===== src/hw/fpre_map.vh =====
`ifndef FPRE_MAP_VH
`define FPRE_MAP_VH

// ************************************************************
// register offsets (byte addresses on the plain port)
// ************************************************************
`define FPRE_ADDR_W 4
`define FPRE_OFS_SCALAR_CTRL 4'h0
`define FPRE_OFS_SCALAR_STAT 4'h4
`define FPRE_OFS_SIMD_CSR 4'h8

// ************************************************************
// exception bit positions, shared by every flag and mask group
// ************************************************************
`define FPRE_EXC_INV 0
`define FPRE_EXC_DEN 1
`define FPRE_EXC_DZ 2
`define FPRE_EXC_OVF 3
`define FPRE_EXC_UNF 4
`define FPRE_EXC_PREC 5
`define FPRE_EXC_N 6

// ************************************************************
// field positions
// ************************************************************
`define FPRE_SC_MASK_LO 0
`define FPRE_SC_RC_LO 10
`define FPRE_SD_FLAG_LO 0
`define FPRE_SD_MASK_LO 7
`define FPRE_SD_RC_LO 13

// ************************************************************
// rounding modes
// ************************************************************
`define FPRE_RC_NEAREST 2'h0
`define FPRE_RC_DOWN 2'h1
`define FPRE_RC_UP 2'h2
`define FPRE_RC_ZERO 2'h3

// ************************************************************
// result kinds and reset values
// ************************************************************
`define FPRE_KIND_FINITE 2'h0
`define FPRE_KIND_INF 2'h1
`define FPRE_KIND_MAXFIN 2'h2
`define FPRE_KIND_QNAN 2'h3
`define FPRE_MASK_RST 6'h3f
`define FPRE_FLAG_RST 6'h00
`define FPRE_MANT_W 24

`endif


===== src/hw/fpre_round_exc.v =====
// Chosen here: the register addresses and the strobed register port.
`timescale 1ns/100ps
`include "fpre_map.vh"

// How it works
// (RQ1) mode 00: round to nearest, ties go to the even value
// (RQ2) mode 01: round toward minus infinity
// (RQ3) mode 10: round toward plus infinity
// (RQ4) mode 11: truncate toward zero
// (RQ5) rounding fields reset to round-to-nearest-even
// (RQ6) pick between two bracketing neighbours, error under one ulp
// (RQ7) any result differing from the exact value sets the precision flag
// (RQ8) compares, exact results and NaN results ignore the rounding mode
// (RQ9) two-bit field: scalar control bits 11:10, SIMD csr bits 14:13
// (RQ10) scalar field rounds scalar ops only, SIMD field SIMD ops only
// (RQ11) truncating float-to-integer conversions always round toward zero
// (RQ12) detect invalid, divide-by-zero, denormal, overflow, underflow, inexact
// (RQ13) invalid, divide, denormal checked before; the rest after computing
// (RQ14) each class has flag and mask; flags set before the response
// (RQ15) masked exception gives a default result, execution continues
// (RQ16) unmasked exception raises a software handler request
// (RQ17) flags are sticky until software clears them
// (RQ18) scalar flags status bits 5:0, masks control bits 5:0
// (RQ19) SIMD csr flags bits 5:0, masks bits 12:7
// (RQ20) scalar flags and masks serve scalar ops, SIMD ones SIMD ops
// (RQ21) after a masked response the op continues, setting more flags
// (RQ22) masked invalid sets its flag and returns the quiet NaN indefinite
// (RQ23) masked divide-by-zero returns infinity, sign = xor of operand signs
// (RQ24) masked overflow returns infinity or largest finite by rounding mode
// (RQ25) bit order: invalid 0, denormal 1, divide 2, overflow 3, under 4, prec 5

module fpre_round_exc (
  // clock and reset
  input wire clk_sys,
  input wire resetn,
  // register port
  input wire [`FPRE_ADDR_W-1:0] regAddr,
  input wire [31:0] regWrData,
  input wire regWrEn,
  input wire regRdEn,
  output reg [31:0] regRdData,
  // operation from the arithmetic core
  input wire opValid,
  input wire opSimd,
  input wire opTrunc,
  input wire opCompare,
  input wire opNanResult,
  input wire opSignA,
  input wire opSignB,
  input wire opSign,
  input wire [`FPRE_MANT_W-1:0] opMant,
  input wire opRound,
  input wire opSticky,
  input wire opExpMax,
  input wire opExpOvf,
  input wire opTiny,
  input wire opInvalid,
  input wire opDenormal,
  input wire opDivZero,
  // rounded result and response
  output reg resValid,
  output reg resSign,
  output reg [`FPRE_MANT_W-1:0] resMant,
  output reg [1:0] resKind,
  output reg [`FPRE_EXC_N-1:0] resFlags,
  output reg trapReq
);

  // ************************************************************
  // functions
  // ************************************************************
  // increment decision on the truncated significand
  function roundUp;
    input [1:0] mode;
    input sign;
    input lsb;
    input rnd;
    input stk;
    begin
      case (mode)
        `FPRE_RC_NEAREST: roundUp = rnd & (stk | lsb); // RQ1
        `FPRE_RC_DOWN: roundUp = sign & (rnd | stk); // RQ2
        `FPRE_RC_UP: roundUp = ~sign & (rnd | stk); // RQ3
        `FPRE_RC_ZERO: roundUp = 1'b0; // RQ4
        default: roundUp = 1'b0;
      endcase
    end
  endfunction

  // modes and signs where a masked overflow answers largest finite instead of infinity
  function ovfToMax;
    input [1:0] mode;
    input sign;
    begin
      case (mode)
        `FPRE_RC_NEAREST: ovfToMax = 1'b0;
        `FPRE_RC_DOWN: ovfToMax = ~sign;
        `FPRE_RC_UP: ovfToMax = sign;
        `FPRE_RC_ZERO: ovfToMax = 1'b1;
        default: ovfToMax = 1'b0;
      endcase
    end
  endfunction

  // sticky flag update; set beats a clearing write
  function [`FPRE_EXC_N-1:0] flagNext;
    input [`FPRE_EXC_N-1:0] cur;
    input wr;
    input [`FPRE_EXC_N-1:0] wrVal;
    input [`FPRE_EXC_N-1:0] set;
    begin
      flagNext = (wr ? wrVal : cur) | set;
    end
  endfunction

  // exact offset match; unmapped offsets hit nothing
  function hitReg;
    input [`FPRE_ADDR_W-1:0] addr;
    input [`FPRE_ADDR_W-1:0] ofs;
    begin
      hitReg = (addr == ofs);
    end
  endfunction

  // ************************************************************
  // control and status registers
  // ************************************************************
  reg [`FPRE_EXC_N-1:0] scMask;
  reg [1:0] scRc;
  reg [`FPRE_EXC_N-1:0] scFlag;
  reg [`FPRE_EXC_N-1:0] sdMask;
  reg [1:0] sdRc;
  reg [`FPRE_EXC_N-1:0] sdFlag;

  wire wrScCtrl;
  wire wrScStat;
  wire wrSdCsr;
  assign wrScCtrl = regWrEn & hitReg(regAddr, `FPRE_OFS_SCALAR_CTRL);
  assign wrScStat = regWrEn & hitReg(regAddr, `FPRE_OFS_SCALAR_STAT);
  assign wrSdCsr = regWrEn & hitReg(regAddr, `FPRE_OFS_SIMD_CSR);

  // ************************************************************
  // write word fields
  // ************************************************************
  wire [`FPRE_EXC_N-1:0] wrScMask;
  wire [1:0] wrScRc;
  wire [`FPRE_EXC_N-1:0] wrScFlag;
  wire [`FPRE_EXC_N-1:0] wrSdFlag;
  wire [`FPRE_EXC_N-1:0] wrSdMask;
  wire [1:0] wrSdRc;

  assign wrScMask = regWrData[`FPRE_SC_MASK_LO+`FPRE_EXC_N-1:
    `FPRE_SC_MASK_LO];
  assign wrScRc = regWrData[`FPRE_SC_RC_LO+1:`FPRE_SC_RC_LO];
  assign wrScFlag = regWrData[`FPRE_EXC_N-1:0];
  // one word carries flags, masks and mode of the SIMD unit
  assign wrSdFlag = regWrData[`FPRE_SD_FLAG_LO+`FPRE_EXC_N-1:
    `FPRE_SD_FLAG_LO];
  assign wrSdMask = regWrData[`FPRE_SD_MASK_LO+`FPRE_EXC_N-1:
    `FPRE_SD_MASK_LO];
  assign wrSdRc = regWrData[`FPRE_SD_RC_LO+1:`FPRE_SD_RC_LO];

  // ************************************************************
  // operand-side selection
  // ************************************************************
  wire [1:0] selRc;
  wire [1:0] mode;
  wire [`FPRE_EXC_N-1:0] selMask;

  assign selRc = opSimd ? sdRc : scRc; // RQ10
  assign mode = opTrunc ? `FPRE_RC_ZERO : selRc; // RQ11
  assign selMask = opSimd ? sdMask : scMask; // RQ20

  // ************************************************************
  // pre-computation checks
  // ************************************************************
  reg [`FPRE_EXC_N-1:0] preDet;
  wire preTrap;

  always @* begin
    preDet = {`FPRE_EXC_N{1'b0}};
    preDet[`FPRE_EXC_INV] = opInvalid; // RQ12
    preDet[`FPRE_EXC_DEN] = opDenormal; // RQ25
    preDet[`FPRE_EXC_DZ] = opDivZero; // RQ25
  end

  // an unmasked early fault stops before any arithmetic
  assign preTrap = |(preDet & ~selMask); // RQ13

  // ************************************************************
  // rounding
  // ************************************************************
  wire noRound;
  wire inexact;
  wire incr;
  wire [`FPRE_MANT_W:0] mantSum;
  wire carry;
  wire [`FPRE_MANT_W-1:0] mantRnd;

  // invalid and divide answers are special values, never rounded
  assign noRound = opCompare | opNanResult | opInvalid | opDivZero; // RQ8
  assign inexact = ~noRound & (opRound | opSticky); // RQ7
  assign incr = ~noRound &
    roundUp(mode, opSign, opMant[0], opRound, opSticky); // RQ6
  assign mantSum = {1'b0, opMant} + {{`FPRE_MANT_W{1'b0}}, incr};
  assign carry = mantSum[`FPRE_MANT_W];
  // a carry out leaves 1.000..: renormalise by one place
  assign mantRnd = carry ? mantSum[`FPRE_MANT_W:1] :
    mantSum[`FPRE_MANT_W-1:0];

  // ************************************************************
  // post-computation checks
  // ************************************************************
  wire ovf;
  wire unf;
  reg [`FPRE_EXC_N-1:0] postDet;
  wire [`FPRE_EXC_N-1:0] det;
  wire trap;

  assign ovf = ~noRound & (opExpOvf | (carry & opExpMax));
  // unmasked underflow reports on tiny alone, masked needs inexact too
  assign unf = ~noRound & opTiny &
    (inexact | ~selMask[`FPRE_EXC_UNF]);

  always @* begin
    postDet = {`FPRE_EXC_N{1'b0}};
    postDet[`FPRE_EXC_OVF] = ovf; // RQ12
    postDet[`FPRE_EXC_UNF] = unf;
    // a masked overflow answer is itself inexact
    postDet[`FPRE_EXC_PREC] = inexact |
      (ovf & selMask[`FPRE_EXC_OVF]); // RQ7
  end

  // masked early faults fall through to the later checks
  assign det = preDet | (preTrap ? {`FPRE_EXC_N{1'b0}} : postDet); // RQ21
  assign trap = |(det & ~selMask); // RQ16

  // ************************************************************
  // result selection
  // ************************************************************
  reg [1:0] next_kind;
  reg next_sign;
  reg [`FPRE_MANT_W-1:0] next_mant;

  always @* begin
    next_kind = `FPRE_KIND_FINITE;
    next_sign = opSign;
    next_mant = mantRnd;
    if (opNanResult || det[`FPRE_EXC_INV]) begin
      next_kind = `FPRE_KIND_QNAN; // RQ22
      next_mant = opMant;
    end else if (det[`FPRE_EXC_DZ]) begin
      next_kind = `FPRE_KIND_INF; // RQ23
      next_sign = opSignA ^ opSignB;
      next_mant = {`FPRE_MANT_W{1'b0}};
    end else if (ovf) begin
      if (ovfToMax(mode, opSign)) begin
        next_kind = `FPRE_KIND_MAXFIN; // RQ24
        next_mant = {`FPRE_MANT_W{1'b1}};
      end else begin
        next_kind = `FPRE_KIND_INF; // RQ24
        next_mant = {`FPRE_MANT_W{1'b0}};
      end
    end
  end

  // ************************************************************
  // flag sets routed to the owning group
  // ************************************************************
  wire [`FPRE_EXC_N-1:0] scSet;
  wire [`FPRE_EXC_N-1:0] sdSet;
  wire [`FPRE_EXC_N-1:0] next_scFlag;
  wire [`FPRE_EXC_N-1:0] next_sdFlag;

  genvar gi;
  generate
    for (gi = 0; gi < `FPRE_EXC_N; gi = gi + 1) begin : g_set
      assign scSet[gi] = opValid & ~opSimd & det[gi]; // RQ20
      assign sdSet[gi] = opValid & opSimd & det[gi]; // RQ20
    end
  endgenerate

  assign next_scFlag = flagNext(scFlag, wrScStat, wrScFlag, scSet); // RQ17
  assign next_sdFlag = flagNext(sdFlag, wrSdCsr, wrSdFlag, sdSet); // RQ17

  // ************************************************************
  // register state
  // ************************************************************
  always @(posedge clk_sys or negedge resetn) begin
    if (!resetn) begin
      scMask <= `FPRE_MASK_RST;
      scRc <= `FPRE_RC_NEAREST; // RQ5
      scFlag <= `FPRE_FLAG_RST;
      sdMask <= `FPRE_MASK_RST;
      sdRc <= `FPRE_RC_NEAREST; // RQ5
      sdFlag <= `FPRE_FLAG_RST;
    end else begin
      if (wrScCtrl) begin
        scMask <= wrScMask; // RQ18
        scRc <= wrScRc; // RQ9
      end
      if (wrSdCsr) begin
        sdMask <= wrSdMask; // RQ19
        sdRc <= wrSdRc; // RQ9
      end
      scFlag <= next_scFlag; // RQ14
      sdFlag <= next_sdFlag; // RQ14
    end
  end

  // ************************************************************
  // read port, data one cycle after the strobe
  // ************************************************************
  reg [31:0] next_rd;

  always @* begin
    next_rd = 32'h0000_0000;
    case (regAddr)
      `FPRE_OFS_SCALAR_CTRL: begin
        next_rd[`FPRE_SC_MASK_LO+`FPRE_EXC_N-1:`FPRE_SC_MASK_LO] =
          scMask; // RQ18
        next_rd[`FPRE_SC_RC_LO+1:`FPRE_SC_RC_LO] = scRc; // RQ9
      end
      `FPRE_OFS_SCALAR_STAT: begin
        next_rd[`FPRE_EXC_N-1:0] = scFlag; // RQ18
      end
      `FPRE_OFS_SIMD_CSR: begin
        next_rd[`FPRE_SD_FLAG_LO+`FPRE_EXC_N-1:`FPRE_SD_FLAG_LO] =
          sdFlag; // RQ19
        next_rd[`FPRE_SD_MASK_LO+`FPRE_EXC_N-1:`FPRE_SD_MASK_LO] =
          sdMask; // RQ19
        next_rd[`FPRE_SD_RC_LO+1:`FPRE_SD_RC_LO] = sdRc; // RQ9
      end
      default: begin
        next_rd = 32'h0000_0000;
      end
    endcase
  end

  // read data held only in the answer cycle
  always @(posedge clk_sys or negedge resetn) begin
    if (!resetn) begin
      regRdData <= 32'h0000_0000;
    end else if (regRdEn) begin
      regRdData <= next_rd;
    end else begin
      regRdData <= 32'h0000_0000;
    end
  end

  // ************************************************************
  // result outputs
  // ************************************************************
  always @(posedge clk_sys or negedge resetn) begin
    if (!resetn) begin
      resValid <= 1'b0;
      resSign <= 1'b0;
      resMant <= {`FPRE_MANT_W{1'b0}};
      resKind <= `FPRE_KIND_FINITE;
      resFlags <= `FPRE_FLAG_RST;
      trapReq <= 1'b0;
    end else begin
      resValid <= opValid;
      trapReq <= opValid & trap; // RQ16
      if (opValid) begin
        resFlags <= det; // RQ14
        // unmasked: result fields hold, operands stay untouched
        if (!trap) begin
          resSign <= next_sign; // RQ15
          resMant <= next_mant; // RQ15
          resKind <= next_kind; // RQ15
        end
      end
    end
  end

endmodule // fpre_round_exc

===== config.mk =====
export PLATFORM = sky130hd
export DESIGN_NAME = fpre_round_exc
export DESIGN_NICKNAME = d
export VERILOG_FILES = /design/src/hw/fpre_round_exc.v
export VERILOG_INCLUDE_DIRS = /design/src /design/src/hw
export SDC_FILE = /design/constraint.sdc
export NUM_CORES = 1
export LEC_CHECK = 0
export BUFFER_PORTS_ARGS = -buffer_cell sky130_fd_sc_hd__clkbuf_2
export CORE_ASPECT_RATIO = 2
export CORE_MARGIN = 2
export CORE_UTILIZATION = 56
export CTS_BUF_LIST = sky130_fd_sc_hd__clkbuf_4 sky130_fd_sc_hd__clkbuf_8
export CTS_CLUSTER_DIAMETER = 50
export DETAILED_ROUTE_END_ITERATION = 8
export GPL_TIMING_DRIVEN = 0
export MAX_ROUTING_LAYER = met4
export PLACE_DENSITY = 0.88
export REMOVE_ABC_BUFFERS = 1
export SETUP_SLACK_MARGIN = 0.02
export SYNTH_ARGS = -nofsm -noshare
export SYNTH_HDL_FRONTEND = slang
export SYNTH_SLANG_ARGS = --single-unit

===== constraint.sdc =====
create_clock -name clk_sys -period 5.5 [get_ports clk_sys]
set_input_delay 0.825 -clock clk_sys [delete_from_list [all_inputs] [get_ports clk_sys]]
set_output_delay 0.825 -clock clk_sys [all_outputs]
set_load 0.03 [all_outputs]

==> impl_metrics.ini <==
[timing]
fin_crit_sh_pct = 92.0
clock-skew-final_ns = 0.00624
slew_headroom_pct = 13.3
hold_viol = 0
setup-violations-final = 0
timing.fmax_ghz = 0.198
min_period_ns = 5.06
grt_setup_unrepaired = no
drv_slew = 0
tightest_slew_ns = 1.29

[status]
outcome = finished clean

[critical_path]
crit_arrival_ns = 5.28
endpoint_kind = flop
reg2regPathDepth = 14
cp-start-kind = input port
cp_data_required_time_ns = 5.72
worstReg2RegStart = scRc[0]$_DFFE_PN0P_
crit_chain = clkbuf_2 > nor2b_1 > a211oi_1 > ha_1 > nor3_1 > a21oi_1 > nor3_1 > ha_1 > ha_1 > nand3_1 > nor4_1 > a41o_1 > nor2_1 > a31oi_1 > a21oi_1
cp_common_cell = ha_1
path_class = in2reg
slowest_stage = nor4_1
critPathMaxFanout = 17
reg2reg_slack_ns = 0.73
r2r_end = resMant[16]$_DFFE_PN0P_
max_stage_delay_ns = 0.82

[global_routing]
grt_pass1_vias = 3888
grt_util_met3_pct = 6.21
met2_usage_pct = 51.4
grt_use_total_pct = 29.6
grt_util_met1_pct = 30.6
grt-ovfl-total = 0
grt_pass1_wl_um = 18400
grt_busiest_layer = met2
grt_max_degree = 52
antenna_found_initial = 0

[clock_network]
clkSinkCount = 77
root_buffer = clkbuf_8
clk_latency_ns = 0.36
cts_buffers = 9
cts_tree = done
path_clk_slew_ns = 0.08
htreeDepth = 3
clk_path_buf_depth = 2

[floorplanning]
die_h_um = 129
io_pins = 147
die-area_sq_um = 8530
die_w_um = 66.3
core_sq_um = 7540
start_util_pct = 57.7
rows = 45

[power]
p_sw_share_pct = 37.1
clock_power_share_pct = 26.3
p_total_mw = 1.85
power_density_nw_per_um2 = 361
intPower_mw = 1.16
combPwrFrac_pct = 30.8
power.switching_mw = 0.685
ir_drop_v = 0.000241
pwr-share-seq_pct = 42.9
power.leakage_nw = 2.40

[cells_and_area]
nets = 654
final_layout_size_suffix_gt1_share_pct = 28.9
areaGrowthSynthToFinish_pct = 17.6
final_cell_mix = clkbuf_2, dfrtp_1, nand2_1
final_cells = 669
num-fill-cells = 629
antenna_cells = 0
final_common_cell = clkbuf_2

[yosys]
ys_types = 54
synthFlopType = dfrtp_1
yosysWarnings = 0
synth-seq-area-share_pct = 44.6
synthArstFlopShare_pct = 100
syn_area_sq_um = 4350
synth_cells = 469
ys_ff_latch = 77
synth-edff-count = 0
avgSynthCellArea_sq_um = 9.28

[detailed_routing]
vias_per_cell = 6.11
drc = 0
routed_wl_um = 12000
ant_nets = 0
vias = 4087
drt_iter0_drc = 420
dr.pass1.iters = 5
wl_per_cell_um = 18.0

[min_path]
hold_path.class = in2async

[place]
io_buffers = 110
gp_congestion = 0.972
hpwl_um = 9100
dp.cells = 653

[job]
drv_cap = 0
## kinds of logic (layout without fill, tap and decap cells)
logic type | count (synthesis) | in the layout | share of synthesized area (%)
buffers and inverters | 49 | 138 | 6.38
AOI/OAI and AO/OA | 121 | 121 | 17.2
DFF | 77 | 77 | 44.6
and+or+nand+nor | 167 | 167 | 18.4
adders and majority gates | 4 | 4 | 1.15
other | 1 | 18 | 0.0862
xor gates and xnor gates | 8 | 8 | 1.61
muxes | 42 | 42 | 10.5
## synth_stat cells, types with 7 or more instances
cell type	n	area share [%]
dfrtp_1	65	37
nand2_1	53	4.6
o21ai_0	43	4.9
nor2_1	39	3.4
a21oi_1	31	3.6
mux2i_1	22	5.1
nand3_1	21	2.4
buf_4	19	3.3
mux2_2	19	4.9
dfstp_2	12	7.2
inv_1	10	0.86
nand4_1	10	1.4
a32oi_1	8	1.6
clkbuf_1	8	0.69
nor3_1	8	0.92
a31oi_1	7	1.0
## metal layers
metal,share of wire (%),wire [um],up-vias
met5,0,0,-
met1,35,4210,1985
met2,55,6670,190
li1,-,-,1876
met3,5.9,706,36
met4,3.6,435,0
## worst max-delay path by stage
stage,from,end,slack (ns),cells after the start
2_1_floorplan,opSimd,resMant[17]$_DFFE_PN0P_,1.28,13
3_3_place_gp,opSimd,resMant[16]$_DFFE_PN0P_,0.07,15
3_5_place_dp,opSimd,resMant[16]$_DFFE_PN0P_,-0.008,15
4_1_cts,opSimd,resMant[16]$_DFFE_PN0P_,0.36,15
5_1_grt,opSimd,resMant[16]$_DFFE_PN0P_,0.19,15
6_report,opSimd,resMant[16]$_DFFE_PN0P_,0.44,15
## registers in the layout (all words and copies together), names as in the netlist, 2 cells and up
name       flops
regRdData     14
resFlags       6
resKind        2
resMant       24
scFlag         6
scMask         6
scRc           2
sdFlag         6
sdMask         6
sdRc           2
## critical path: cells and delay by family
family / cells / cell delay, ns
adder cells (fa/ha/maj): 3 / 0.76
AND/OR/NAND/NOR: 6 / 1.86
AO/OA/AOI/OAI: 5 / 1.54
buffers and inverters: 1 / 0.30
## power groups by stage
stage	Clock (mW)	Sequential [mW]	Combinational, mW
2_1_floorplan	0	0.951	0.207
5_1_grt	0.513	0.804	0.618
6_report	0.485	0.792	0.569
3_5_place_dp	0	0.802	0.568
4_1_cts	0.491	0.791	0.570
3_3_place_gp	0	0.792	0.552
## per-stage QoR
stage	utilization [%]	hold WS, ns	instance area, sq um	setup TNS [ns]	worst slack [ns]
2_1_floorplan	-	0.469	4170	0	1.28
3_3_place_gp	64.2	0.461	4840	0	0.0706
3_5_place_dp	64.7	0.470	4880	-0.00777	-0.00777
4_1_cts	67.6	0.406	5100	0	0.357
5_1_grt	67.8	0.429	5110	0	0.188
6_report	67.8	0.408	5110	0	0.438
## what timing repair did
| item | CTS | global route |
|---|---|---|
| endpoints found under the setup margin | 0 | 2 |
| hold buffers | 0 | 0 |
| resized for setup | 0 | 1 |
| buffers inserted | 0 | 0 |
| hold endpoints to repair | 0 | 0 |
## layout make-up
cell class / instances / area (sq um) / area share [%]
clock buffer: 10 / 138 / 2.69
multi-input combinational: 360 / 2210 / 43.1
sequential: 77 / 1940 / 38.0
clock inverter: 6 / 86.3 / 1.69
timing repair buffer: 112 / 588 / 11.5
tap: 94 / 118 / 2.30
inverter: 10 / 37.5 / 0.734
Note: power is estimated with default switching activity, not from simulation.
